`src/rtl/pursq_pkg.sv`:
```
/*
  constants and carrier types for the power-up reset sequencer.
  assumes a single 40 MHz clock domain and a classic wishbone master.
*/
package pursq_pkg;
  localparam int unsigned CLK_HZ = 40000000;
  localparam int unsigned PWRUP_DELAY_MS = 72;
  localparam longint unsigned PWRUP_CYCLES_L = longint'(PWRUP_DELAY_MS) * CLK_HZ / 1000;
  localparam int unsigned PWRUP_CYCLES = int'(PWRUP_CYCLES_L);
  localparam int unsigned OSC_START_COUNT = 1024;
  localparam int unsigned BOR_MIN_NS = 100;
  localparam int unsigned BOR_MIN_CYCLES = (BOR_MIN_NS * 40 + 999) / 1000;
  localparam logic [7:0] CFG_OFFSET = 8'h00;
  localparam logic [7:0] STATUS_OFFSET = 8'h04;
  localparam int unsigned CFG_DELAY_DIS_BIT = 0;
  localparam int unsigned CFG_BOR_EN_BIT = 1;
  localparam int unsigned CFG_MODE_LSB = 2;
  localparam logic [31:0] CFG_RESET = 32'h0000_0000;
  typedef enum logic [1:0] {
    PURSQ_OSC_EXT_RC, PURSQ_OSC_LOWPOWER, PURSQ_OSC_STANDARD, PURSQ_OSC_HIGHSPEED
  } pursq_osc_mode_e;
  typedef enum {
    PURSQ_ST_SUPPLY_WAIT, PURSQ_ST_DELAY, PURSQ_ST_OSC_COUNT, PURSQ_ST_RUN
  } pursq_state_e;
  typedef struct packed {
    logic cyc;
    logic stb;
    logic we;
    logic [7:0] adr;
    logic [3:0] sel;
    logic [31:0] dat;
  } pursq_wb_req_s;
endpackage : pursq_pkg

```
`src/rtl/pursq_sequencer.sv`:
```
/*
  power-up reset sequencer: supply detector, brown-out filter, delay timer,
  oscillator start-up count and a wishbone register slave.
  assumes comparator and pin inputs already synchronous to clk_sys.
*/
// Our own choices: the register addresses and the Wishbone slave port.
`timescale 1ns/1ps
`default_nettype none
module pursq_sequencer
  import pursq_pkg::*;
#(
  parameter int unsigned PWRUP_CYCLES_P = PWRUP_CYCLES
)(
  input wire logic clk_sys,
  input wire logic reset,
  input wire pursq_wb_req_s wbReq,
  output logic [31:0] wbDatOut,
  output logic wbAck,
  input wire logic supplyAbovePorThreshold,
  input wire logic supplyBelowBrownoutThreshold,
  input wire logic externalResetPinN,
  input wire logic oscillatorInputRise,
  input wire logic wakeFromSleep,
  output logic coreReset,
  output logic programRun
);
  logic [31:0] cfg_r;
  logic porSeen_r;
  logic [7:0] borCnt_r;
  logic borTrip_r;
  logic [31:0] delayCnt_r;
  logic [10:0] oscCnt_r;
  logic fromPor_r;
  logic oscPending_r;
  pursq_state_e state_r;
  logic delayDisable;
  logic borEnable;
  logic crystalMode;
  logic anySource;
  logic wbHit;

  function automatic logic isCrystal(input logic [1:0] m);
    isCrystal = (m != 2'(PURSQ_OSC_EXT_RC));
  endfunction : isCrystal

  assign delayDisable = cfg_r[CFG_DELAY_DIS_BIT];
  assign borEnable = cfg_r[CFG_BOR_EN_BIT];
  assign crystalMode = isCrystal(cfg_r[CFG_MODE_LSB +: 2]);
  // ack in the hit term stops a held request from being taken twice
  assign wbHit = wbReq.cyc && wbReq.stb && !wbAck;
  // brown-out and pin act as sources; supply fall never clears porSeen
  assign anySource = !porSeen_r || borTrip_r || !externalResetPinN;

  // wishbone slave, one wait state; unmapped reads return zero
  always_ff @(posedge clk_sys or posedge reset)
  begin
    if (reset)
    begin
      wbAck <= 1'b0;
      wbDatOut <= 32'h0000_0000;
      cfg_r <= CFG_RESET;
    end
    else
    begin
      wbAck <= wbHit;
      wbDatOut <= 32'h0000_0000;
      if (wbHit && wbReq.we && wbReq.adr == CFG_OFFSET && wbReq.sel[0])
      begin
        cfg_r <= {28'h0000000, wbReq.dat[3:0]};
      end
      if (wbHit && !wbReq.we)
      begin
        if (wbReq.adr == CFG_OFFSET)
        begin
          wbDatOut <= cfg_r;
        end
        else if (wbReq.adr == STATUS_OFFSET)
        begin
          wbDatOut <= {26'h0, borTrip_r, porSeen_r, 2'(state_r), coreReset, programRun};
        end
      end
    end
  end

  // power-on detector latches on the rising supply only
  always_ff @(posedge clk_sys or posedge reset)
  begin
    if (reset)
    begin
      porSeen_r <= 1'b0;
    end
    else if (supplyAbovePorThreshold)
    begin
      porSeen_r <= 1'b1;
    end
  end

  // brown-out filter: short dips are ignored, trip clears when supply recovers
  always_ff @(posedge clk_sys or posedge reset)
  begin
    if (reset)
    begin
      borCnt_r <= 8'h00;
      borTrip_r <= 1'b0;
    end
    else if (!borEnable || !supplyBelowBrownoutThreshold)
    begin
      borCnt_r <= 8'h00;
      borTrip_r <= 1'b0;
    end
    else if (borCnt_r >= 8'(BOR_MIN_CYCLES))
    begin
      borTrip_r <= 1'b1;
    end
    else
    begin
      borCnt_r <= borCnt_r + 8'h01;
    end
  end

  // sequence; the delay counter is a stand-in for the internal rc oscillator
  always_ff @(posedge clk_sys or posedge reset)
  begin
    if (reset)
    begin
      state_r <= PURSQ_ST_SUPPLY_WAIT;
      delayCnt_r <= 32'h0000_0000;
      oscCnt_r <= 11'h000;
      fromPor_r <= 1'b1;
      oscPending_r <= 1'b0;
    end
    else
    begin
      if (wakeFromSleep && state_r == PURSQ_ST_RUN && crystalMode)
      begin
        state_r <= PURSQ_ST_OSC_COUNT;
        oscCnt_r <= 11'h000;
      end
      else if (anySource)
      begin
        state_r <= PURSQ_ST_SUPPLY_WAIT;
        delayCnt_r <= 32'h0000_0000;
        oscCnt_r <= 11'h000;
        // origin decides whether the start-up count follows the delay
        if (!porSeen_r)
        begin
          fromPor_r <= 1'b1;
        end
        else if (borTrip_r && state_r != PURSQ_ST_SUPPLY_WAIT)
        begin
          fromPor_r <= 1'b0;
        end
      end
      else
      begin
        case (state_r)
          PURSQ_ST_SUPPLY_WAIT:
          begin
            delayCnt_r <= 32'h0000_0000;
            oscPending_r <= fromPor_r && crystalMode;
            if (!delayDisable)
            begin
              state_r <= PURSQ_ST_DELAY;
            end
            else if (fromPor_r && crystalMode)
            begin
              state_r <= PURSQ_ST_OSC_COUNT;
            end
            else
            begin
              state_r <= PURSQ_ST_RUN;
            end
          end
          PURSQ_ST_DELAY:
          begin
            // long default keeps 72 ms at clk_sys; simulation overrides it
            delayCnt_r <= delayCnt_r + 32'h0000_0001;
            if (delayCnt_r >= PWRUP_CYCLES_P - 1)
            begin
              state_r <= oscPending_r ? PURSQ_ST_OSC_COUNT : PURSQ_ST_RUN;
            end
          end
          PURSQ_ST_OSC_COUNT:
          begin
            if (oscillatorInputRise)
            begin
              oscCnt_r <= oscCnt_r + 11'h001;
              if (oscCnt_r == 11'(OSC_START_COUNT - 1))
              begin
                state_r <= PURSQ_ST_RUN;
              end
            end
          end
          default:
          begin
            fromPor_r <= 1'b0;
          end
        endcase
      end
    end
  end

  // outputs registered; core reset released only in the run state
  always_ff @(posedge clk_sys or posedge reset)
  begin
    if (reset)
    begin
      coreReset <= 1'b1;
      programRun <= 1'b0;
    end
    else
    begin
      coreReset <= !(state_r == PURSQ_ST_RUN && !anySource);
      programRun <= state_r == PURSQ_ST_RUN && !anySource;
    end
  end

  // reset sources and supply detector
  a_reset_before_por: assert property (@(posedge clk_sys) disable iff (reset)
    !porSeen_r |=> coreReset) else $error("core released before power-on");
  a_por_wait: assert property (@(posedge clk_sys) disable iff (reset)
    !porSeen_r |=> state_r == PURSQ_ST_SUPPLY_WAIT) else $error("left wait before power-on");
  a_por_sticky: assert property (@(posedge clk_sys) disable iff (reset)
    porSeen_r |=> porSeen_r) else $error("power-on detector cleared");
  a_pin_reset: assert property (@(posedge clk_sys) disable iff (reset)
    !externalResetPinN |=> coreReset) else $error("released with pin low");
  a_release_clean: assert property (@(posedge clk_sys) disable iff (reset)
    anySource |=> coreReset) else $error("released with source active");
  a_run_pair: assert property (@(posedge clk_sys) disable iff (reset)
    programRun == !coreReset) else $error("run and reset disagree");
  a_run_release: assert property (@(posedge clk_sys) disable iff (reset)
    state_r == PURSQ_ST_RUN && !anySource |=> !coreReset) else $error("run not released");

  // power-up delay; a brown-out trip restarts it from zero
  a_delay_holds: assert property (@(posedge clk_sys) disable iff (reset)
    state_r == PURSQ_ST_DELAY |=> coreReset) else $error("reset low during delay");
  a_delay_entry: assert property (@(posedge clk_sys) disable iff (reset)
    state_r == PURSQ_ST_SUPPLY_WAIT && !anySource && !delayDisable
    |=> state_r == PURSQ_ST_DELAY && delayCnt_r == 32'h0) else $error("delay not started");
  a_delay_count: assert property (@(posedge clk_sys) disable iff (reset)
    state_r == PURSQ_ST_DELAY && !anySource
    |=> delayCnt_r == $past(delayCnt_r) + 32'h0000_0001) else $error("delay count slipped");
  a_delay_full: assert property (@(posedge clk_sys) disable iff (reset)
    state_r == PURSQ_ST_DELAY && !anySource && delayCnt_r < PWRUP_CYCLES_P - 1
    |=> state_r == PURSQ_ST_DELAY) else $error("delay ended early");
  a_delay_exit: assert property (@(posedge clk_sys) disable iff (reset)
    state_r == PURSQ_ST_DELAY && !anySource && delayCnt_r >= PWRUP_CYCLES_P - 1
    |=> state_r != PURSQ_ST_DELAY) else $error("delay overran");
  a_disable_skips: assert property (@(posedge clk_sys) disable iff (reset)
    state_r == PURSQ_ST_SUPPLY_WAIT && delayDisable |=> state_r != PURSQ_ST_DELAY)
    else $error("delay ran while disabled");
  a_bor_restart: assert property (@(posedge clk_sys) disable iff (reset)
    state_r == PURSQ_ST_DELAY && borTrip_r |=> state_r == PURSQ_ST_SUPPLY_WAIT
    && delayCnt_r == 32'h0) else $error("delay not reinitialised");

  // oscillator start-up count
  a_osc_needs_crystal: assert property (@(posedge clk_sys) disable iff (reset)
    $rose(state_r == PURSQ_ST_OSC_COUNT) |-> crystalMode)
    else $error("start-up count outside crystal mode");
  a_origin_skip: assert property (@(posedge clk_sys) disable iff (reset)
    state_r == PURSQ_ST_SUPPLY_WAIT && !fromPor_r |=> state_r != PURSQ_ST_OSC_COUNT)
    else $error("start-up count after brown-out");
  a_wake_count: assert property (@(posedge clk_sys) disable iff (reset)
    wakeFromSleep && state_r == PURSQ_ST_RUN && crystalMode
    |=> state_r == PURSQ_ST_OSC_COUNT && oscCnt_r == 11'h000) else $error("wake missed");
  a_osc_step: assert property (@(posedge clk_sys) disable iff (reset)
    state_r == PURSQ_ST_OSC_COUNT && oscillatorInputRise && !anySource
    |=> oscCnt_r == $past(oscCnt_r) + 11'h001) else $error("rise not counted");
  a_osc_hold: assert property (@(posedge clk_sys) disable iff (reset)
    state_r == PURSQ_ST_OSC_COUNT && !oscillatorInputRise && !anySource
    |=> oscCnt_r == $past(oscCnt_r)) else $error("count moved without rise");
  a_osc_complete: assert property (@(posedge clk_sys) disable iff (reset)
    state_r == PURSQ_ST_OSC_COUNT && !(oscillatorInputRise && oscCnt_r == 11'h3FF)
    && !anySource |=> state_r != PURSQ_ST_RUN) else $error("early run");
  a_osc_finish: assert property (@(posedge clk_sys) disable iff (reset)
    state_r == PURSQ_ST_OSC_COUNT && oscillatorInputRise && !anySource
    && oscCnt_r == 11'(OSC_START_COUNT - 1) |=> state_r == PURSQ_ST_RUN) else $error("late run");

  // brown-out filter
  a_bor_off: assert property (@(posedge clk_sys) disable iff (reset)
    !borEnable |=> !borTrip_r) else $error("brown-out tripped while disabled");
  a_bor_trip: assert property (@(posedge clk_sys) disable iff (reset)
    borEnable && supplyBelowBrownoutThreshold [*6] |=> borTrip_r)
    else $error("brown-out missed long dip");
  a_bor_clear: assert property (@(posedge clk_sys) disable iff (reset)
    !supplyBelowBrownoutThreshold |=> !borTrip_r) else $error("trip kept after recovery");

  // register slave: one ack per hit, one cycle later
  a_ack_answer: assert property (@(posedge clk_sys) disable iff (reset)
    wbReq.cyc && wbReq.stb && !wbAck |=> wbAck) else $error("request not answered");
  a_ack_pulse: assert property (@(posedge clk_sys) disable iff (reset)
    wbAck |=> !wbAck) else $error("ack longer than one cycle");
  a_cfg_write: assert property (@(posedge clk_sys) disable iff (reset)
    wbHit && wbReq.we && wbReq.adr == CFG_OFFSET && wbReq.sel[0]
    |=> cfg_r[3:0] == $past(wbReq.dat[3:0])) else $error("config write lost");
  a_cfg_keep: assert property (@(posedge clk_sys) disable iff (reset)
    !(wbHit && wbReq.we && wbReq.adr == CFG_OFFSET && wbReq.sel[0])
    |=> cfg_r == $past(cfg_r)) else $error("config changed without write");
  a_unmapped: assert property (@(posedge clk_sys) disable iff (reset)
    wbHit && !wbReq.we && wbReq.adr != CFG_OFFSET && wbReq.adr != STATUS_OFFSET
    |=> wbDatOut == 32'h0000_0000) else $error("unmapped read not zero");
  a_status_read: assert property (@(posedge clk_sys) disable iff (reset)
    wbHit && !wbReq.we && wbReq.adr == STATUS_OFFSET
    |=> wbDatOut[1:0] == $past({coreReset, programRun})) else $error("status read wrong");
endmodule : pursq_sequencer
`default_nettype wire

```
`config.mk`:
```
export PLATFORM = sky130hd
export DESIGN_NAME = pursq_sequencer
export DESIGN_NICKNAME = d
export VERILOG_FILES = /design/src/rtl/pursq_pkg.sv /design/src/rtl/pursq_sequencer.sv
export SDC_FILE = /design/constraint.sdc
export NUM_CORES = 1
export LEC_CHECK = 0
export BUFFER_PORTS_ARGS = -buffer_cell sky130_fd_sc_hd__buf_2
export CAP_MARGIN = 30
export CORE_ASPECT_RATIO = 0.9
export CORE_MARGIN = 1.5
export CORE_UTILIZATION = 49
export CTS_CLUSTER_SIZE = 40
export DETAILED_ROUTE_END_ITERATION = 10
export PLACE_DENSITY = 0.71
export SYNTH_ARGS = -nofsm -noshare
export SYNTH_HDL_FRONTEND = slang
export SYNTH_SLANG_ARGS = --single-unit
```
`constraint.sdc`:
```
create_clock -name clk_sys -period 2.39 [get_ports clk_sys]
set_input_delay 0.478 -clock clk_sys [delete_from_list [all_inputs] [get_ports clk_sys]]
set_output_delay 0.478 -clock clk_sys [all_outputs]
set_load 0.05 [all_outputs]
```
# Word-level counts from Yosys, hierarchy flattened
# Cells that the tools add are included.
[classes] add_sub_neg=3 magnitude_cmp=2 n_eq_ne=11 mux=26 bitwise=2 reduce_logical=37
[op_table] operator="2-to-1 mux 32 bit" n=6
[op_table] operator="one-hot mux 32 bit (3 select lines)" n=1
[op_table] operator="one-hot mux 32 bit (2 select lines)" n=1
[op_table] operator="2-to-1 mux 11 bit" n=4
[op_table] operator="adder 32 x 1 -> 32 bit, second input constant" n=1
[op_table] operator="== test 32 x 1 -> 1 bit, second input constant" n=1
[op_table] operator="== test 32 x 2 -> 1 bit, second input constant" n=1
[op_table] operator="== test 32 x 3 -> 1 bit, second input constant" n=1
[op_table] operator=">= comparator 32 x 22 -> 1 bit, second input constant" n=1
[op_table] operator="logical NOT 32 bit" n=1
[op_table] operator="nonzero test 32 bit" n=1
[op_table] operator="2-to-1 mux 6 bit" n=3
[op_table] operator="2-to-1 mux 8 bit" n=2
[op_table] operator="inequality test 4 bit, second input constant" n=3
[op_table] operator="adder 11 x 1 -> 11 bit, second input constant" n=1
[op_table] operator="== test 11 x 10 -> 1 bit, second input constant" n=1
[op_table] operator="logical AND 1 bit" n=11
[op_table] operator="nonzero test 3 bit" n=3
[op_table] operator="adder 8 x 1 -> 8 bit, second input constant" n=1
[op_table] operator="== test 8 x 3 -> 1 bit, second input constant" n=1
[op_table] operator=">= comparator 8 x 3 -> 1 bit, second input constant" n=1
[op_table] operator="logical NOT 1 bit" n=8
[op_table] operator="logical NOT 8 bit" n=1
[op_table] operator="2-to-1 mux 1 bit" n=8
[op_table] operator="12 further kinds" n=18
[word_totals] regBits=126 in_bits=54 output_inout_bits=35 wordCells=94

# Longest topological paths before layout
[depth] word_depth=7 mapped_depth=8 depth_no_buf=7

# Worst setup path before layout
# No wires, ideal clock.
[synth_path] kind="register to register" startpoint="reg delayCnt_r[0]" endpoint="reg state_r[0]" setup_ns=0.125 t_arrival_ns=1.980 required_time_ns=2.265 slack_ns=0.285 path_stages_with_launch=7 n_path_buf=0 period_less_slack_ns=2.105 cell_sequence="dfrtp_1 ha_1 nand4_1 o21ai_0 or3b_2 a221oi_2 mux2_2"
[synth_via] elab_chain_cells=3
[synth_lines] element="start, declared" line_no="pursq_sequencer.sv:31" rtl="logic [31:0] delayCnt_r;"
[synth_lines] element="start signal, assigned" line_no="pursq_sequencer.sv:177" rtl="delayCnt_r <= delayCnt_r + 32'h0000_0001;"
[synth_lines] element=">= comparator 32 x 22 -> 1 bit" line_no="pursq_sequencer.sv:178" rtl="if (delayCnt_r >= PWRUP_CYCLES_P - 1)"
[synth_lines] element="inequality test 4 bit (no line)"
[synth_lines] element="AND reduction 4 bit (no line)"
[synth_lines] element="end signal, assigned" line_no="pursq_sequencer.sv:180" rtl="state_r <= oscPending_r ? PURSQ_ST_OSC_COUNT : PURSQ_ST_RUN;"
[synth_lines] element="end, declared" line_no="pursq_sequencer.sv:35" rtl="pursq_state_e state_r;"
# Every way passes these cells.
# A chain may end at the register's enable or synchronous reset.

# Final worst setup path
# Ends and elaborated chain as after synthesis.

==> metrics <==
fraction of post-synthesis cell area in the top cell type by area 45.5%; internal portion of total power 0.00215 W; mean area per synthesized cell 9.95 um^2; shortest period the worst path allows 2.32 ns; DRT antenna net count 0; synth top area cells dfrtp_1 45%, xor2_1 6.1%, buf_4 5.2%; aggregate global routing overflow 0; Worst Clk Skew 0.00953 ns; CTS sink count 70; FF-to-FF path depth 6; Hold Fails Final Rpt 0; Slew Viols, Final 0; share of cells above drive strength 1 19.2%; count of filler cells inserted in the layout 663; detailed-route wire length per cell 13.6 um; number of synthesized flops with an enable pin 0; number of standard-cell rows in the floorplan 30; number of buffers added by the clock tree synthesis step 9; register-to-register path setup slack 0.07 ns; maximum number of buffers from clock root to sink 2; Cell Pwr Density 718 nW/um^2; Syn. warnings 0; Via-to-Cell Ratio 5.28; count of buffers from port buffering 31; vias in the first global route 2,697; Comb pwr share 19.9%; slowest stage delay, CP 0.51 ns; net count of the finished layout 487; Slowest-stage cell, CP or3b_2; met1 Usage GRT 23.9%; Critical Path Fanout Max 5; switching power as a share of total power 29.0%; sequential fraction of the synthesis area 46.9%; critical path type flop to flop; Area growth, synth to finish 12.9%; clock tree from TritonCTS built; Synth Instances 376; relative contribution of the clock network to total power 37.7%; antenna violations before repair 0; run status complete, no violations; final core utilization 56.5%; clock-pin slew on the worst setup and hold paths 0.07 ns; Top delay family on crit path simple AND/OR/NAND/NOR gates; Async SR Flop Fraction 100%; startpoint types flop; Data arrival, critical path 2.55 ns; tightest hold margin 0.0173 ns; final worst path period share 97.0%; via count 2,760; Design Power 0.00303 W; RR Startpoint delayCnt_r[0]; count of state elements after synthesis 70; required time of the critical path 2.62 ns; hold-fix buffers at CTS 0; dominant register cell in the synthesized netlist dfrtp_1; clock latency on the worst-skew pair 0.35 ns; maximum resistive drop on vdd 362 uV; global-route wire length before repair 12.0 mm; CORE AREA 7470 um^2; Yosys top cell by area dfrtp_1; count of antenna diodes in the layout 0; unrepaired setup endpoints after global routing false; Seq pwr share 42.3%; final WL 7.09 mm; total die area 8170 um^2; unique cell type count in the Yosys netlist 55; number of buffer and inverter instances along the worst setup path 0; max-cap check violation count 0; highest clock frequency the design can meet 0.431 GHz; final RePlAce weighted congestion 0.834; count of pins on the block boundary 89; type of the most critical hold path input port to async pin; Clock H-tree levels 3; leakage power figure 2.00 nW; first-iteration detailed-routing DRC count 155; die extent in x 95.1 um; Residual DRC 0; cell breakdown of the critical path ha_1 > nand4_1 > o21ai_0 > or3b_2 > a221oi_2 > mux2_2; detailed-routing iteration count for the pre-antenna-repair pass 4; end of the worst register-to-register path state_r[0]; total of endpoints with negative setup slack in the final report 0; cell area after synthesis 3740 um^2; GR Util met2 30.5%; crit path capture type flop; met3 capacity usage during global routing 4.70%; starting density of the core 50.1%; most heavily used metal layer in global routing met2; pin count of the biggest net entering global routing 44; Die Span Y 85.9 um; post-DP HPWL 5.05 mm; library cell used as clock root buffer clkbuf_8; switching component of the power 0.000880 W; total track usage 18.9%
state kept, by name (all words and copies together), names as in the netlist:
register      count
borCnt_r          8
fromPor_r         1
porSeen_r         1
delayCnt_r       32
state_r           2
cfg_r             4
oscPending_r      1
oscCnt_r         11
programRun        1
coreReset         1
wbDatOut          6
borTrip_r         1
wbAck             1
placed cells by master (no fill, tap or decap), types with 10 or more instances in the layout:
cell	instances
dfrtp_1	68
nor2_1	48
buf_2	31
nand2_1	28
xor2_1	26
conb_1	26
nand4_1	19
o21ai_0	16
nand3_1	15
buf_4	14
a21oi_1	13
and3_1	13
or3_1	10
ha_1	10
clkbuf_8	10
worst register-to-register path, cell delays in order (launching register included):
cell and delay, ns:
dfrtp_1 0.43, ha_1 0.26, nand4_1 0.15, o21ai_0 0.16, or3b_2 0.51, a221oi_2 0.34
mux2_2 0.37
timing repair:
item | 4_1_cts | 5_1_grt
gates resized for setup | 0 | 0
pin swaps | 1 | 1
setup buffers | 0 | 3
setup endpoints to repair | 1 | 13
metal layers:
| metal | wire (um) | part of all wire [%] |
|---|---|---|
| met5 | 0 | 0 |
| met4 | 145 | 2.0 |
| met3 | 192 | 2.7 |
| met2 | 3450 | 49 |
| met1 | 3310 | 47 |
cell type report:
cell class	instances	area [um^2]	area share, %
Multi-Input combinational cell	286	1800	42.5
Timing Repair Buffer	46	280	6.64
Clock inverter	4	95.1	2.25
Clock buffer	11	141	3.35
Inverter	10	37.5	0.889
Tap cell	96	120	2.84
Sequential cell	70	1750	41.5
logic make-up after synthesis:
logic type / share of synthesized area, %
AND/OR/NAND/NOR: 22.7
flip-flops: 46.9
AO/OA/AOI/OAI: 8.86
buffers and inverters: 7.66
XOR/XNOR: 7.02
multiplexers: 3.44
adder cells (fa/ha/maj): 3.34
other: 0.100
cell usage after synthesis, drive strengths merged (3+ instances only):
cell,n
nand4,20
nor3,5
ha,10
and4,3
buf,29
or3,10
a21oi,14
mux2,7
a21o,3
xnor2,4
nand3,16
clkbuf,6
xor2,26
inv,10
nor4,4
nand2,28
o21ai,16
mux2i,5
nor2,48
and3,13
nor2b,3
dfrtp,68
power by group through the flow:
stage	clock (W)	combinational [W]	sequential (W)
6_report	0.00114	0.000605	0.00128
5_1_grt	0.00122	0.000662	0.00129
4_1_cts	0.00117	0.000606	0.00128
3_5_place_dp	0	0.000602	0.00131
3_3_place_gp	0	0.000592	0.00130
2_1_floorplan	0	0.000476	0.00131
worst max path at each step:
stage                             start             end  slack, ns  depth (start not counted)
after floorplan                   reset     borCnt_r[0]       0.15                          1
after global placement       state_r[0]  delayCnt_r[29]       0.05                          7
after detailed placement     state_r[0]  delayCnt_r[15]      -0.01                          7
after CTS                    state_r[0]  delayCnt_r[15]       0.04                          7
after global routing      delayCnt_r[0]      state_r[0]       0.02                          6
final                     delayCnt_r[0]      state_r[0]       0.07                          6
through the flow:
| step | setup TNS, ns | worst slack, ns | cells | cell area [um^2] |
|---|---|---|---|---|
| after CTS | 0 | 0.0353 | 520 | 4200 |
| final | 0 | 0.0715 | 523 | 4220 |
| after global routing | 0 | 0.0210 | 523 | 4220 |
| after global placement | 0 | 0.0497 | 505 | 3970 |
| after detailed placement | -0.00954 | -0.00954 | 505 | 3970 |
| after floorplan | 0 | 0.147 | 401 | 3840 |
Power figures use the tool's default switching activity.
